**src/tpt_pkg.sv**
```systemverilog
// constants shared by the trigger/timestamp host controller
package tpt_pkg;
  // clock period in ps (100 MHz)
  localparam int CLK_PS           = 10000;
  // trigger output-mode field of the unit config word
  localparam int MODE_LSB         = 4;
  localparam int MODE_MSB         = 6;
  localparam logic [2:0] MODE_NEG_PULSE = 3'h2;
  localparam logic [2:0] MODE_POS_PULSE = 3'h3;
  localparam logic [2:0] MODE_NEG_PER   = 3'h4;
  localparam logic [2:0] MODE_POS_PER   = 3'h5;
  localparam logic [2:0] MODE_SHIFT     = 3'h6;
  localparam int CFG_W            = 8;
  localparam int UNIT_W           = 4;
  localparam int NUM_UNITS        = 12;
  // timing limits in ns
  localparam int CAS_START_PULSE_NS = 120;
  localparam int CAS_START_EDGE_NS  = 80;
  localparam int MIN_CYCLE_NS       = 80;
  localparam int CYCLE_OVER_PW_NS   = 32;
  localparam int CAS_GAP_NS         = 80;
  localparam int CAS_MIN_PW_NS      = 8;
  localparam int SGL_GAP_NS         = 32;
  localparam int SGL_MIN_PW_NS      = 8;
  localparam int TS_HIGH_NS         = 24;
  localparam int TS_LOW_NS          = 24;
  localparam int TS_CYCLE_NS        = 48;
  // least times round up to whole cycles
  localparam int CAS_START_PULSE_CYC = (CAS_START_PULSE_NS * 1000 + CLK_PS - 1) / CLK_PS;
  localparam int CAS_START_EDGE_CYC  = (CAS_START_EDGE_NS * 1000 + CLK_PS - 1) / CLK_PS;
  localparam int MIN_CYCLE_CYC       = (MIN_CYCLE_NS * 1000 + CLK_PS - 1) / CLK_PS;
  localparam int CYCLE_OVER_PW_CYC   = (CYCLE_OVER_PW_NS * 1000 + CLK_PS - 1) / CLK_PS;
  localparam int CAS_GAP_CYC         = (CAS_GAP_NS * 1000 + CLK_PS - 1) / CLK_PS;
  localparam int CAS_MIN_PW_CYC      = (CAS_MIN_PW_NS * 1000 + CLK_PS - 1) / CLK_PS;
  localparam int SGL_GAP_CYC         = (SGL_GAP_NS * 1000 + CLK_PS - 1) / CLK_PS;
  localparam int SGL_MIN_PW_CYC      = (SGL_MIN_PW_NS * 1000 + CLK_PS - 1) / CLK_PS;
  localparam int TS_HIGH_CYC         = (TS_HIGH_NS * 1000 + CLK_PS - 1) / CLK_PS;
  localparam int TS_LOW_CYC          = (TS_LOW_NS * 1000 + CLK_PS - 1) / CLK_PS;
  localparam int TS_CYCLE_CYC        = (TS_CYCLE_NS * 1000 + CLK_PS - 1) / CLK_PS;
  localparam int CNT_W               = 16;
  typedef enum logic [1:0] {TPT_IDLE, TPT_HIGH, TPT_LOW} tpt_drive_e;
endpackage

```
**src/tpt_host.sv**
```systemverilog
// host controller: programs trigger units within limits, drives timestamp pin
`timescale 1ns/100ps
// How it works
// - cascaded pulse/periodic unit starts spaced at least 120 ns.
// - cascaded edge/shift unit starts spaced at least 80 ns.
// - cascaded single-pulse cycle at least 80 ns and 32 ns plus width.
// - cascaded periodic cycle time at least 80 ns.
// - cascaded pulses: 80 ns from first period end to next output.
// - cascaded pulse width at least 8 ns.
// - uncascaded cycle at least 80 ns and 32 ns plus width.
// - uncascaded gap between pulses at least 32 ns.
// - uncascaded pulse width at least 8 ns.
// - timestamp input waveform high for at least 24 ns.
module tpt_host #(
  parameter int NUM_UNITS = tpt_pkg::NUM_UNITS
) (
  // clock and reset
  input  wire logic                       sys_clk,
  input  wire logic                       rst_b,
  // trigger programming request
  input  wire logic                       req_valid,
  input  wire logic [tpt_pkg::UNIT_W-1:0] req_unit,
  input  wire logic [2:0]                 req_mode,
  input  wire logic                       req_cascade,
  input  wire logic [tpt_pkg::CNT_W-1:0]  req_width,
  input  wire logic [tpt_pkg::CNT_W-1:0]  req_cycle,
  output logic                            req_ready,
  output logic                            req_reject,
  // trigger programming toward the device
  output logic                            cfg_strobe,
  output logic [tpt_pkg::UNIT_W-1:0]      cfg_unit,
  output logic [tpt_pkg::CFG_W-1:0]       trigger_unit_config_word,
  output logic [tpt_pkg::CNT_W-1:0]       cfg_width,
  output logic [tpt_pkg::CNT_W-1:0]       cfg_cycle,
  // timestamp stimulus pin request
  input  wire logic                       ts_req,
  input  wire logic [tpt_pkg::CNT_W-1:0]  ts_high,
  input  wire logic [tpt_pkg::CNT_W-1:0]  ts_low,
  output logic                            ts_busy,
  output logic                            ts_pin,
  // trigger pin returned by the device
  input  wire logic                       trig_pin,
  output logic                            trig_level
);

  localparam logic [tpt_pkg::CNT_W-1:0] CYC_MIN =
    tpt_pkg::CNT_W'(tpt_pkg::MIN_CYCLE_CYC);
  localparam logic [tpt_pkg::CNT_W-1:0] OVER_PW =
    tpt_pkg::CNT_W'(tpt_pkg::CYCLE_OVER_PW_CYC);
  localparam logic [tpt_pkg::CNT_W-1:0] PW_CAS =
    tpt_pkg::CNT_W'(tpt_pkg::CAS_MIN_PW_CYC);
  localparam logic [tpt_pkg::CNT_W-1:0] PW_SGL =
    tpt_pkg::CNT_W'(tpt_pkg::SGL_MIN_PW_CYC);
  localparam logic [tpt_pkg::CNT_W-1:0] GAP_CAS =
    tpt_pkg::CNT_W'(tpt_pkg::CAS_GAP_CYC);
  localparam logic [tpt_pkg::CNT_W-1:0] GAP_SGL =
    tpt_pkg::CNT_W'(tpt_pkg::SGL_GAP_CYC);
  localparam logic [tpt_pkg::CNT_W-1:0] SP_PULSE =
    tpt_pkg::CNT_W'(tpt_pkg::CAS_START_PULSE_CYC);
  localparam logic [tpt_pkg::CNT_W-1:0] SP_EDGE =
    tpt_pkg::CNT_W'(tpt_pkg::CAS_START_EDGE_CYC);
  localparam logic [tpt_pkg::CNT_W-1:0] TSH_MIN =
    tpt_pkg::CNT_W'(tpt_pkg::TS_HIGH_CYC);
  localparam logic [tpt_pkg::CNT_W-1:0] TSL_MIN =
    tpt_pkg::CNT_W'(tpt_pkg::TS_LOW_CYC);
  localparam logic [tpt_pkg::CNT_W:0]   TSC_MIN =
    (tpt_pkg::CNT_W+1)'(tpt_pkg::TS_CYCLE_CYC);

  // widened sum so a large width cannot wrap past the cycle check
  function automatic logic [tpt_pkg::CNT_W:0] add_w(
    input logic [tpt_pkg::CNT_W-1:0] a,
    input logic [tpt_pkg::CNT_W-1:0] b
  );
    add_w = {1'b0, a} + {1'b0, b};
  endfunction

  // mode classes
  wire mode_pulse  = (req_mode == tpt_pkg::MODE_NEG_PULSE) ||
                     (req_mode == tpt_pkg::MODE_POS_PULSE);
  wire mode_period = (req_mode == tpt_pkg::MODE_NEG_PER) ||
                     (req_mode == tpt_pkg::MODE_POS_PER);
  wire mode_shift  = (req_mode == tpt_pkg::MODE_SHIFT);
  wire mode_known  = mode_pulse || mode_period || mode_shift;

  // limit checks on the requested programming
  wire [tpt_pkg::CNT_W-1:0] pw_min = req_cascade ? PW_CAS : PW_SGL;
  wire width_ok  = req_width >= pw_min;
  wire cyc80_ok  = req_cycle >= CYC_MIN;
  wire cycpw_ok  = {1'b0, req_cycle} >= add_w(OVER_PW, req_width);
  // gap after the pulse inside one cycle
  wire [tpt_pkg::CNT_W-1:0] gap_min = req_cascade ? GAP_CAS : GAP_SGL;
  wire gap_ok    = !mode_pulse ||
                   ({1'b0, req_cycle} >= add_w(gap_min, req_width));
  wire cyc_ok    = cyc80_ok && (!(mode_pulse || !req_cascade) || cycpw_ok);
  wire unit_ok   = req_unit < tpt_pkg::UNIT_W'(NUM_UNITS);
  wire params_ok = mode_known && unit_ok && width_ok && cyc_ok && gap_ok;

  // spacing required before the next cascaded start
  wire [tpt_pkg::CNT_W-1:0] next_space =
    (mode_pulse || mode_period) ? SP_PULSE : SP_EDGE;
  logic [tpt_pkg::CNT_W-1:0] space_cnt;
  wire space_busy = req_cascade && (space_cnt != '0);
  wire take       = req_valid && req_ready && !space_busy;
  wire accept     = take && params_ok;
  wire refuse     = take && !params_ok;
  wire [tpt_pkg::CNT_W-1:0] next_space_cnt =
    accept ? next_space - tpt_pkg::CNT_W'(1) :
    (space_cnt != '0) ? space_cnt - tpt_pkg::CNT_W'(1) : space_cnt;
  // config word: mode in its field, other bits zero
  wire [tpt_pkg::CFG_W-1:0] next_word =
    tpt_pkg::CFG_W'({req_mode, tpt_pkg::MODE_LSB'(0)});

  // programming outputs, all registered
  always_ff @(posedge sys_clk) begin
    if (!rst_b) begin
      space_cnt                <= '0;
      cfg_strobe               <= 1'b0;
      cfg_unit                 <= '0;
      trigger_unit_config_word <= '0;
      cfg_width                <= '0;
      cfg_cycle                <= '0;
      req_reject               <= 1'b0;
      req_ready                <= 1'b0;
    end else begin
      space_cnt  <= next_space_cnt;
      cfg_strobe <= accept;
      req_reject <= refuse;
      req_ready  <= 1'b1;
      if (accept) begin
        cfg_unit                 <= req_unit;
        trigger_unit_config_word <= next_word;
        cfg_width                <= req_width;
        cfg_cycle                <= req_cycle;
      end
    end
  end

  // timestamp stimulus: high then low, both clamped to the minimum
  tpt_pkg::tpt_drive_e      ts_state;
  tpt_pkg::tpt_drive_e      next_ts_state;
  logic [tpt_pkg::CNT_W-1:0] ts_cnt;
  logic [tpt_pkg::CNT_W-1:0] next_ts_cnt;
  logic [tpt_pkg::CNT_W-1:0] low_len;
  wire [tpt_pkg::CNT_W-1:0] hi_use = (ts_high < TSH_MIN) ? TSH_MIN : ts_high;
  wire [tpt_pkg::CNT_W-1:0] lo_fit = (ts_low < TSL_MIN) ? TSL_MIN : ts_low;
  // stretch low so the whole period meets its minimum
  wire [tpt_pkg::CNT_W-1:0] lo_use =
    (add_w(hi_use, lo_fit) < TSC_MIN) ?
    tpt_pkg::CNT_W'(TSC_MIN - {1'b0, hi_use}) : lo_fit;
  wire ts_start = ts_req && (ts_state == tpt_pkg::TPT_IDLE);
  wire cnt_done = (ts_cnt == tpt_pkg::CNT_W'(1));

  // next-state decode for the timestamp pin
  always_comb begin
    next_ts_state = ts_state;
    next_ts_cnt   = (ts_cnt != '0) ? ts_cnt - tpt_pkg::CNT_W'(1) : ts_cnt;
    unique case (ts_state)
      tpt_pkg::TPT_IDLE: begin
        if (ts_start) begin
          next_ts_state = tpt_pkg::TPT_HIGH;
          next_ts_cnt   = hi_use;
        end
      end
      tpt_pkg::TPT_HIGH: begin
        if (cnt_done) begin
          next_ts_state = tpt_pkg::TPT_LOW;
          next_ts_cnt   = low_len;
        end
      end
      tpt_pkg::TPT_LOW: begin
        if (cnt_done) begin
          next_ts_state = tpt_pkg::TPT_IDLE;
        end
      end
    endcase
  end

  // timestamp state and pin registers
  always_ff @(posedge sys_clk) begin
    if (!rst_b) begin
      ts_state <= tpt_pkg::TPT_IDLE;
      ts_cnt   <= '0;
      low_len  <= '0;
      ts_pin   <= 1'b0;
      ts_busy  <= 1'b0;
    end else begin
      ts_state <= next_ts_state;
      ts_cnt   <= next_ts_cnt;
      if (ts_start) begin
        low_len <= lo_use;
      end
      ts_pin  <= (next_ts_state == tpt_pkg::TPT_HIGH);
      ts_busy <= (next_ts_state != tpt_pkg::TPT_IDLE);
    end
  end

  // trigger pin is asynchronous: two flops before use
  logic trig_meta;
  always_ff @(posedge sys_clk) begin
    if (!rst_b) begin
      trig_meta  <= 1'b0;
      trig_level <= 1'b0;
    end else begin
      trig_meta  <= trig_pin;
      trig_level <= trig_meta;
    end
  end

endmodule

```
**config.mk**
```make
export PLATFORM = sky130hd
export DESIGN_NAME = tpt_host
export DESIGN_NICKNAME = d
export VERILOG_FILES = /design/src/tpt_pkg.sv /design/src/tpt_host.sv
export SDC_FILE = /design/constraint.sdc
export NUM_CORES = 1
export LEC_CHECK = 0
export BUFFER_PORTS_ARGS = -buffer_cell sky130_fd_sc_hd__buf_2
export CORE_AREA = 2 2 136 138
export CTS_BUF_LIST = sky130_fd_sc_hd__clkbuf_4 sky130_fd_sc_hd__clkbuf_8
export DETAILED_ROUTE_END_ITERATION = 10
export DIE_AREA = 0 0 138 140
export PLACE_DENSITY_LB_ADDON = 0.05
export SLEW_MARGIN = 10
export SYNTH_ARGS = -nofsm -noshare
export SYNTH_HDL_FRONTEND = slang
export SYNTH_SLANG_ARGS = --single-unit
```
**constraint.sdc**
```tcl
create_clock -name sys_clk -period 7.6 [get_ports sys_clk]
set_clock_uncertainty 0.2 [all_clocks]
set_input_delay 1.52 -clock sys_clk [delete_from_list [all_inputs] [get_ports sys_clk]]
set_output_delay 1.52 -clock sys_clk [all_outputs]
set_load 0.02 [all_outputs]
```
==> impl_metrics.tcl, run 1 <==
set metrics [dict create \
    post-cts-setup-buffers 0 \
    row_count 49 \
    final_cell_mix "120 x nand2_1, 120 x buf_2, 96 x dfxtp_1" \
    grt_pass1_vias 6197 \
    crit_top_cell "a21oi_1" \
    cts_root_buffer "clkbuf_8" \
    seq_area_frac_synth_pct 26.8 \
    r2r_end "ts_cnt[14]$_SDFF_PN0_" \
    stdcell_area_um2 7940 \
    status "completed" \
    p_sw_share_pct 42.1 \
    cts_resized 0 \
    fp.dieArea_um2 19300 \
    netlist_area_um2 7170 \
    period_share_pct 76.0 \
    firstDrtPassIters 4 \
    critPathTopFamily "simple AND/OR/NAND/NOR gates" \
    arrival_ns 5.86 \
    p_leak_nw 3.42 \
    final_util_pct 44.6 \
    synth.distinct_cells 71 \
    slowest_delay_ns 0.57 \
    final_antenna_net_count 0 \
    routabilityCongestion 0.913 \
    cp-start-kind "input port" \
    grt_max_degree 86 \
    synth_top_area_cell "dfxtp_1" \
    vdd_drop_max_mv 0.125 \
    vias 6508 \
    holdWs_ns 0.241 \
    avgSynthCellArea_um2 7.88 \
    ys_ff_latch 96 \
    hold_path_depth 1 \
    n_antenna_cell 0 \
    num_io_pins 127 \
    wl_per_cell_um 17.1 \
    clk_latency_ns 0.40 \
    fmax_mhz 173 \
    portBuffers 121 \
    fin_tns_setup_ns 0 \
    min_period_ns 5.78 \
    dp.cells 1187 \
    synth_cells 909 \
    hold_violations 0 \
    synth-edff-count 0 \
    viasPerCell 5.41 \
    placed_area_um2 7750 \
    nFillCells 1860 \
    critPathBufInv 4 \
    r2r_cells 9 \
    end_kind "flip-flop" \
    total_power_mw 1.94 \
    die_w_um 138 \
    worst_pin_slew_ns 0.819 \
    setup_viol 0 \
    worst_slack_ns 1.82 \
    cp.depth 19 \
    async_flop_share_pct 0 \
    nets 1104 \
    min_path_type "reg2reg" \
    drt_first_iter_violations 389 \
    antenna_found_initial 0 \
    clock_sinks 96 \
    ff2ff_setup_slack_ns 4.45 \
    rsz0062_at_grt "no" \
    drv_cap 0 \
    cts_hold_buf 0 \
    p_seq_share_pct 35.9 \
    crit_slowest_cell "or4_1" \
    yosys_warnings 0 \
    cts-buffers-inserted 9 \
    netSwitchingPower_mw 0.818 \
    synth_top_area_share_pct 26.8 \
    die_y_um 140 \
    p_per_area_nw_per_um2 245 \
    dp_slack_ns 1.46 \
    synth.area.top_cells "dfxtp_1 27%, ha_1 9.8%, mux2i_1 8.0%" \
    p_int_mw 1.12 \
    start_util_pct 40.3 \
    combPwrFrac_pct 46.7 \
    grt-ovfl-total 0 \
    synth_flop_cell "dfxtp_1" \
    cts_htree_levels 3 \
    clkTransAtPathRegs_ns 0.11 \
    worstPathRequired_ns 7.68 \
    grt_pass1_wl_um 33600 \
    area_delta_synth_final_pct 10.8 \
    track_usage_pct 21.1 \
    drive_above_1_share_pct 16.8 \
    hpwl_um 15700 \
    crit_type "in2reg" \
    final_cells 1203 \
    wl_um 20600 \
    crit_chain "buf_2, or4_1, nor3_1, and3_1, nor2_1, inv_1, ha_1, inv_1, fa_1, o21bai_1, a21oi_1, o41a_1, a221o_1, a21oi_1, nor4b_1, nand4_1, buf_4, mux2i_1, a21oi_1" \
    min_from "trig_meta$_SDFF_PN0_" \
    core_um2 17800 \
    worstReg2RegStart "ts_cnt[2]$_SDFF_PN0_" \
    power_frac_clock_pct 17.4 \
    path_max_fanout 16 \
    drc 0 \
    finalMaxSlewViolations 0 \
    hold_path_end "trig_level$_SDFF_PN0_" \
    slew_headroom_pct 45.4 \
    cts.path.max_buffers 2 \
    cts_tree "built" \
]
## worst max path at each step
stage	from	end	slack, ns
final	ts_high[10]	low_len[14]$_SDFFE_PN0P_	1.82
after global routing	ts_high[10]	low_len[14]$_SDFFE_PN0P_	1.44
after CTS	ts_high[10]	low_len[14]$_SDFFE_PN0P_	1.87
after detailed placement	ts_high[10]	low_len[14]$_SDFFE_PN0P_	1.46
after global placement	ts_high[10]	low_len[14]$_SDFFE_PN0P_	1.47
after floorplan	ts_high[6]	low_len[10]$_SDFFE_PN0P_	2.15
## synthesized netlist by cell type (all sizes together), types with 8 or more instances
cell    instances
nor2           59
a21oi          62
mux2i          57
o21ai          32
xor2           30
inv            33
ha             56
a211oi          8
nand3          29
nand2         120
buf            17
nor2b          11
or3             9
and3           12
nor3           36
dfxtp          96
nor4           17
a221oi         12
clkbuf         64
nand4          10
xnor2          37
a21o           10
## cell families after synthesis
kind of cell,after synthesis,share of synthesized area (%)
simple gates,337,22.9
compound gates,176,16.1
buf+inv,115,7.26
flops,96,26.8
xor+xnor,67,8.29
fa+ha+maj,59,10.5
mux,58,8.12
other cells,1,0.0523
## routing by layer
metal	part of all wire (%)	vias to the layer above	global-route usage [%]
met5	0	-	0
met4	1.4	0	5.26
met3	3.8	20	3.18
met2	44	121	32.2
met1	51	3050	31.1
li1	-	3317	-
## final cells by class
class	count	area [µm²]	area share (%)
multi-input cells	702	4750	59.9
flip-flops and latches	96	1920	24.2
well taps	229	287	3.61
clock buffers	9	124	1.56
repair buffers	127	666	8.39
clock inverters	7	62.6	0.788
inverters	33	124	1.56
## sequential cells by signal, indices dropped and copies added (netlist names)
| register | count |
|---|---|
| trigger_unit_config_word | 3 |
| cfg_strobe | 1 |
| cfg_width | 16 |
| cfg_cycle | 16 |
| trig_meta | 1 |
| ts_pin | 1 |
| ts_cnt | 16 |
| trig_level | 1 |
| req_reject | 1 |
| cfg_unit | 4 |
| req_ready | 1 |
| space_cnt | 16 |
| low_len | 16 |
| ts_state | 2 |
| ts_busy | 1 |
## power groups by stage
stage	logic, mW	registers, mW	clock network, mW
after floorplan	0.706	0.698	0
after global placement	0.906	0.706	0
after detailed placement	0.900	0.707	0
after CTS	0.909	0.696	0.354
after global routing	1.02	0.711	0.371
final	0.906	0.696	0.339
Power figures use the tool's default switching activity.
==> run 2, diff against run 1 <==
Clock period 7.6 ns to 4.9 ns, I/O delays scaled along.
==> impl_metrics.tcl, run 2 (synthesis results as in run 1) <==
set metrics [dict create \
    routabilityCongestion 0.864 \
    final_cells 1246 \
    clk_latency_ns 0.38 \
    p_seq_share_pct 34.9 \
    p_leak_nw 3.66 \
    clock_sinks 96 \
    vdd_drop_max_mv 0.268 \
    min_period_ns 4.66 \
    viasPerCell 5.34 \
    worst_pin_slew_ns 0.851 \
    slew_headroom_pct 43.3 \
    grt_pass1_vias 6438 \
    vias 6658 \
    dp_slack_ns -0.402 \
    arrival_ns 4.78 \
    cts_root_buffer "clkbuf_8" \
    setup_viol 0 \
    r2r_end "ts_cnt[14]$_SDFF_PN0_" \
    nFillCells 1861 \
    fin_tns_setup_ns 0 \
    grt_max_degree 89 \
    antenna_found_initial 1 \
    worstPathRequired_ns 5.02 \
    die_w_um 138 \
    end_kind "flip-flop" \
    drive_above_1_share_pct 21.7 \
    final_antenna_net_count 0 \
    stdcell_area_um2 8380 \
    ff2ff_setup_slack_ns 1.77 \
    rsz0062_at_grt "no" \
    cp-startpoint "ts_high[12]" \
    finalMaxSlewViolations 0 \
    cp-start-kind "input port" \
    period_share_pct 95.1 \
    cts.path.max_buffers 2 \
    combPwrFrac_pct 46.4 \
    final_cell_mix "120 x nand2_1, 120 x buf_2, 96 x dfxtp_1" \
    cts_hold_buf 0 \
    endpoint "low_len[1]$_SDFFE_PN0P_" \
    final_util_pct 47.1 \
    start_util_pct 40.3 \
    drv_cap 0 \
    num_io_pins 127 \
    row_count 49 \
    hold_violations 0 \
    cts_htree_levels 3 \
    placed_area_um2 8070 \
    min_path_type "reg2reg" \
    area_delta_synth_final_pct 17.0 \
    netSwitchingPower_mw 1.24 \
    status "completed" \
    wl_um 20800 \
    worst_slack_ns 0.239 \
    hpwl_um 16300 \
    core_um2 17800 \
    hold_path_depth 1 \
    fp.dieArea_um2 19300 \
    die_y_um 140 \
    power_frac_clock_pct 18.7 \
    crit_type "in2reg" \
    r2r_cells 9 \
    nets 1148 \
    p_per_area_nw_per_um2 371 \
    holdWs_ns 0.253 \
    path_max_fanout 4 \
    drc 0 \
    p_sw_share_pct 39.9 \
    cts-buffers-inserted 9 \
    wl_per_cell_um 16.7 \
    firstDrtPassIters 4 \
    worstReg2RegStart "ts_cnt[2]$_SDFF_PN0_" \
    dp.cells 1230 \
    p_int_mw 1.87 \
    cts_tree "built" \
    drt_first_iter_violations 343 \
    portBuffers 121 \
    total_power_mw 3.11 \
    clkTransAtPathRegs_ns 0.10 \
    grt-ovfl-total 0 \
    track_usage_pct 21.4 \
    grt_pass1_wl_um 33800 \
    fmax_mhz 215 \
]
## run 2: critical path, stage by stage
cell      delay (ns)
buf_2           0.11
or4_4           0.55
nor3_4          0.18
and3_1          0.19
nor2_1          0.06
inv_1           0.05
ha_2            0.16
inv_1           0.05
fa_2            0.39
o21bai_4        0.19
a21oi_2         0.17
o21bai_1        0.13
o2111a_1        0.22
nand4_1         0.11
nor4b_2         0.30
buf_4           0.15
nand4_1         0.16
buf_4           0.22
a211o_1         0.30
a21oi_2         0.11
## run 2: layout make-up
| class | count | area, µm² | share of cell area [%] |
|---|---|---|---|
| clock inverter | 5 | 83.8 | 1.00 |
| multi-input combinational | 702 | 4840 | 57.7 |
| inverter | 33 | 124 | 1.48 |
| clock buffer | 9 | 124 | 1.48 |
| tap | 229 | 287 | 3.42 |
| timing repair buffer | 171 | 1000 | 11.9 |
| sequential | 96 | 1920 | 22.9 |
| antenna | 1 | 2.50 | 0.0299 |
## run 2: power groups by stage
stage / clock network [mW] / logic (mW) / registers [mW]
6_report: 0.581 / 1.44 / 1.08
5_1_grt: 0.633 / 1.64 / 1.10
4_1_cts: 0.602 / 1.43 / 1.08
3_5_place_dp: 0 / 1.42 / 1.10
3_3_place_gp: 0 / 1.42 / 1.10
2_1_floorplan: 0 / 1.09 / 1.08
## run 2: what timing repair did
action                     CTS  global route
buffers inserted             0             1
cloned                       0             0
setup endpoints to repair    3            15
pin swaps                    0             9
resized for setup            1            17
## run 2: how the worst min path moves through the flow
| stage | slack (ns) | from | to |
|---|---|---|---|
| 6_report | 0.25 | trig_meta$_SDFF_PN0_ | trig_level$_SDFF_PN0_ |
| 5_1_grt | 0.27 | trig_meta$_SDFF_PN0_ | trig_level$_SDFF_PN0_ |
| 4_1_cts | 0.26 | trig_meta$_SDFF_PN0_ | trig_level$_SDFF_PN0_ |
| 3_5_place_dp | 0.24 | trig_meta$_SDFF_PN0_ | trig_level$_SDFF_PN0_ |
| 3_3_place_gp | 0.21 | trig_meta$_SDFF_PN0_ | trig_level$_SDFF_PN0_ |
| 2_1_floorplan | 0.21 | trig_meta$_SDFF_PN0_ | trig_level$_SDFF_PN0_ |
## run 2: metal layers
metal  track usage [%]  wire length [µm]
met2              32.6              9070
met1              30.8             10500
met4              6.55               474
met3              3.79               800
met5                 0                 0
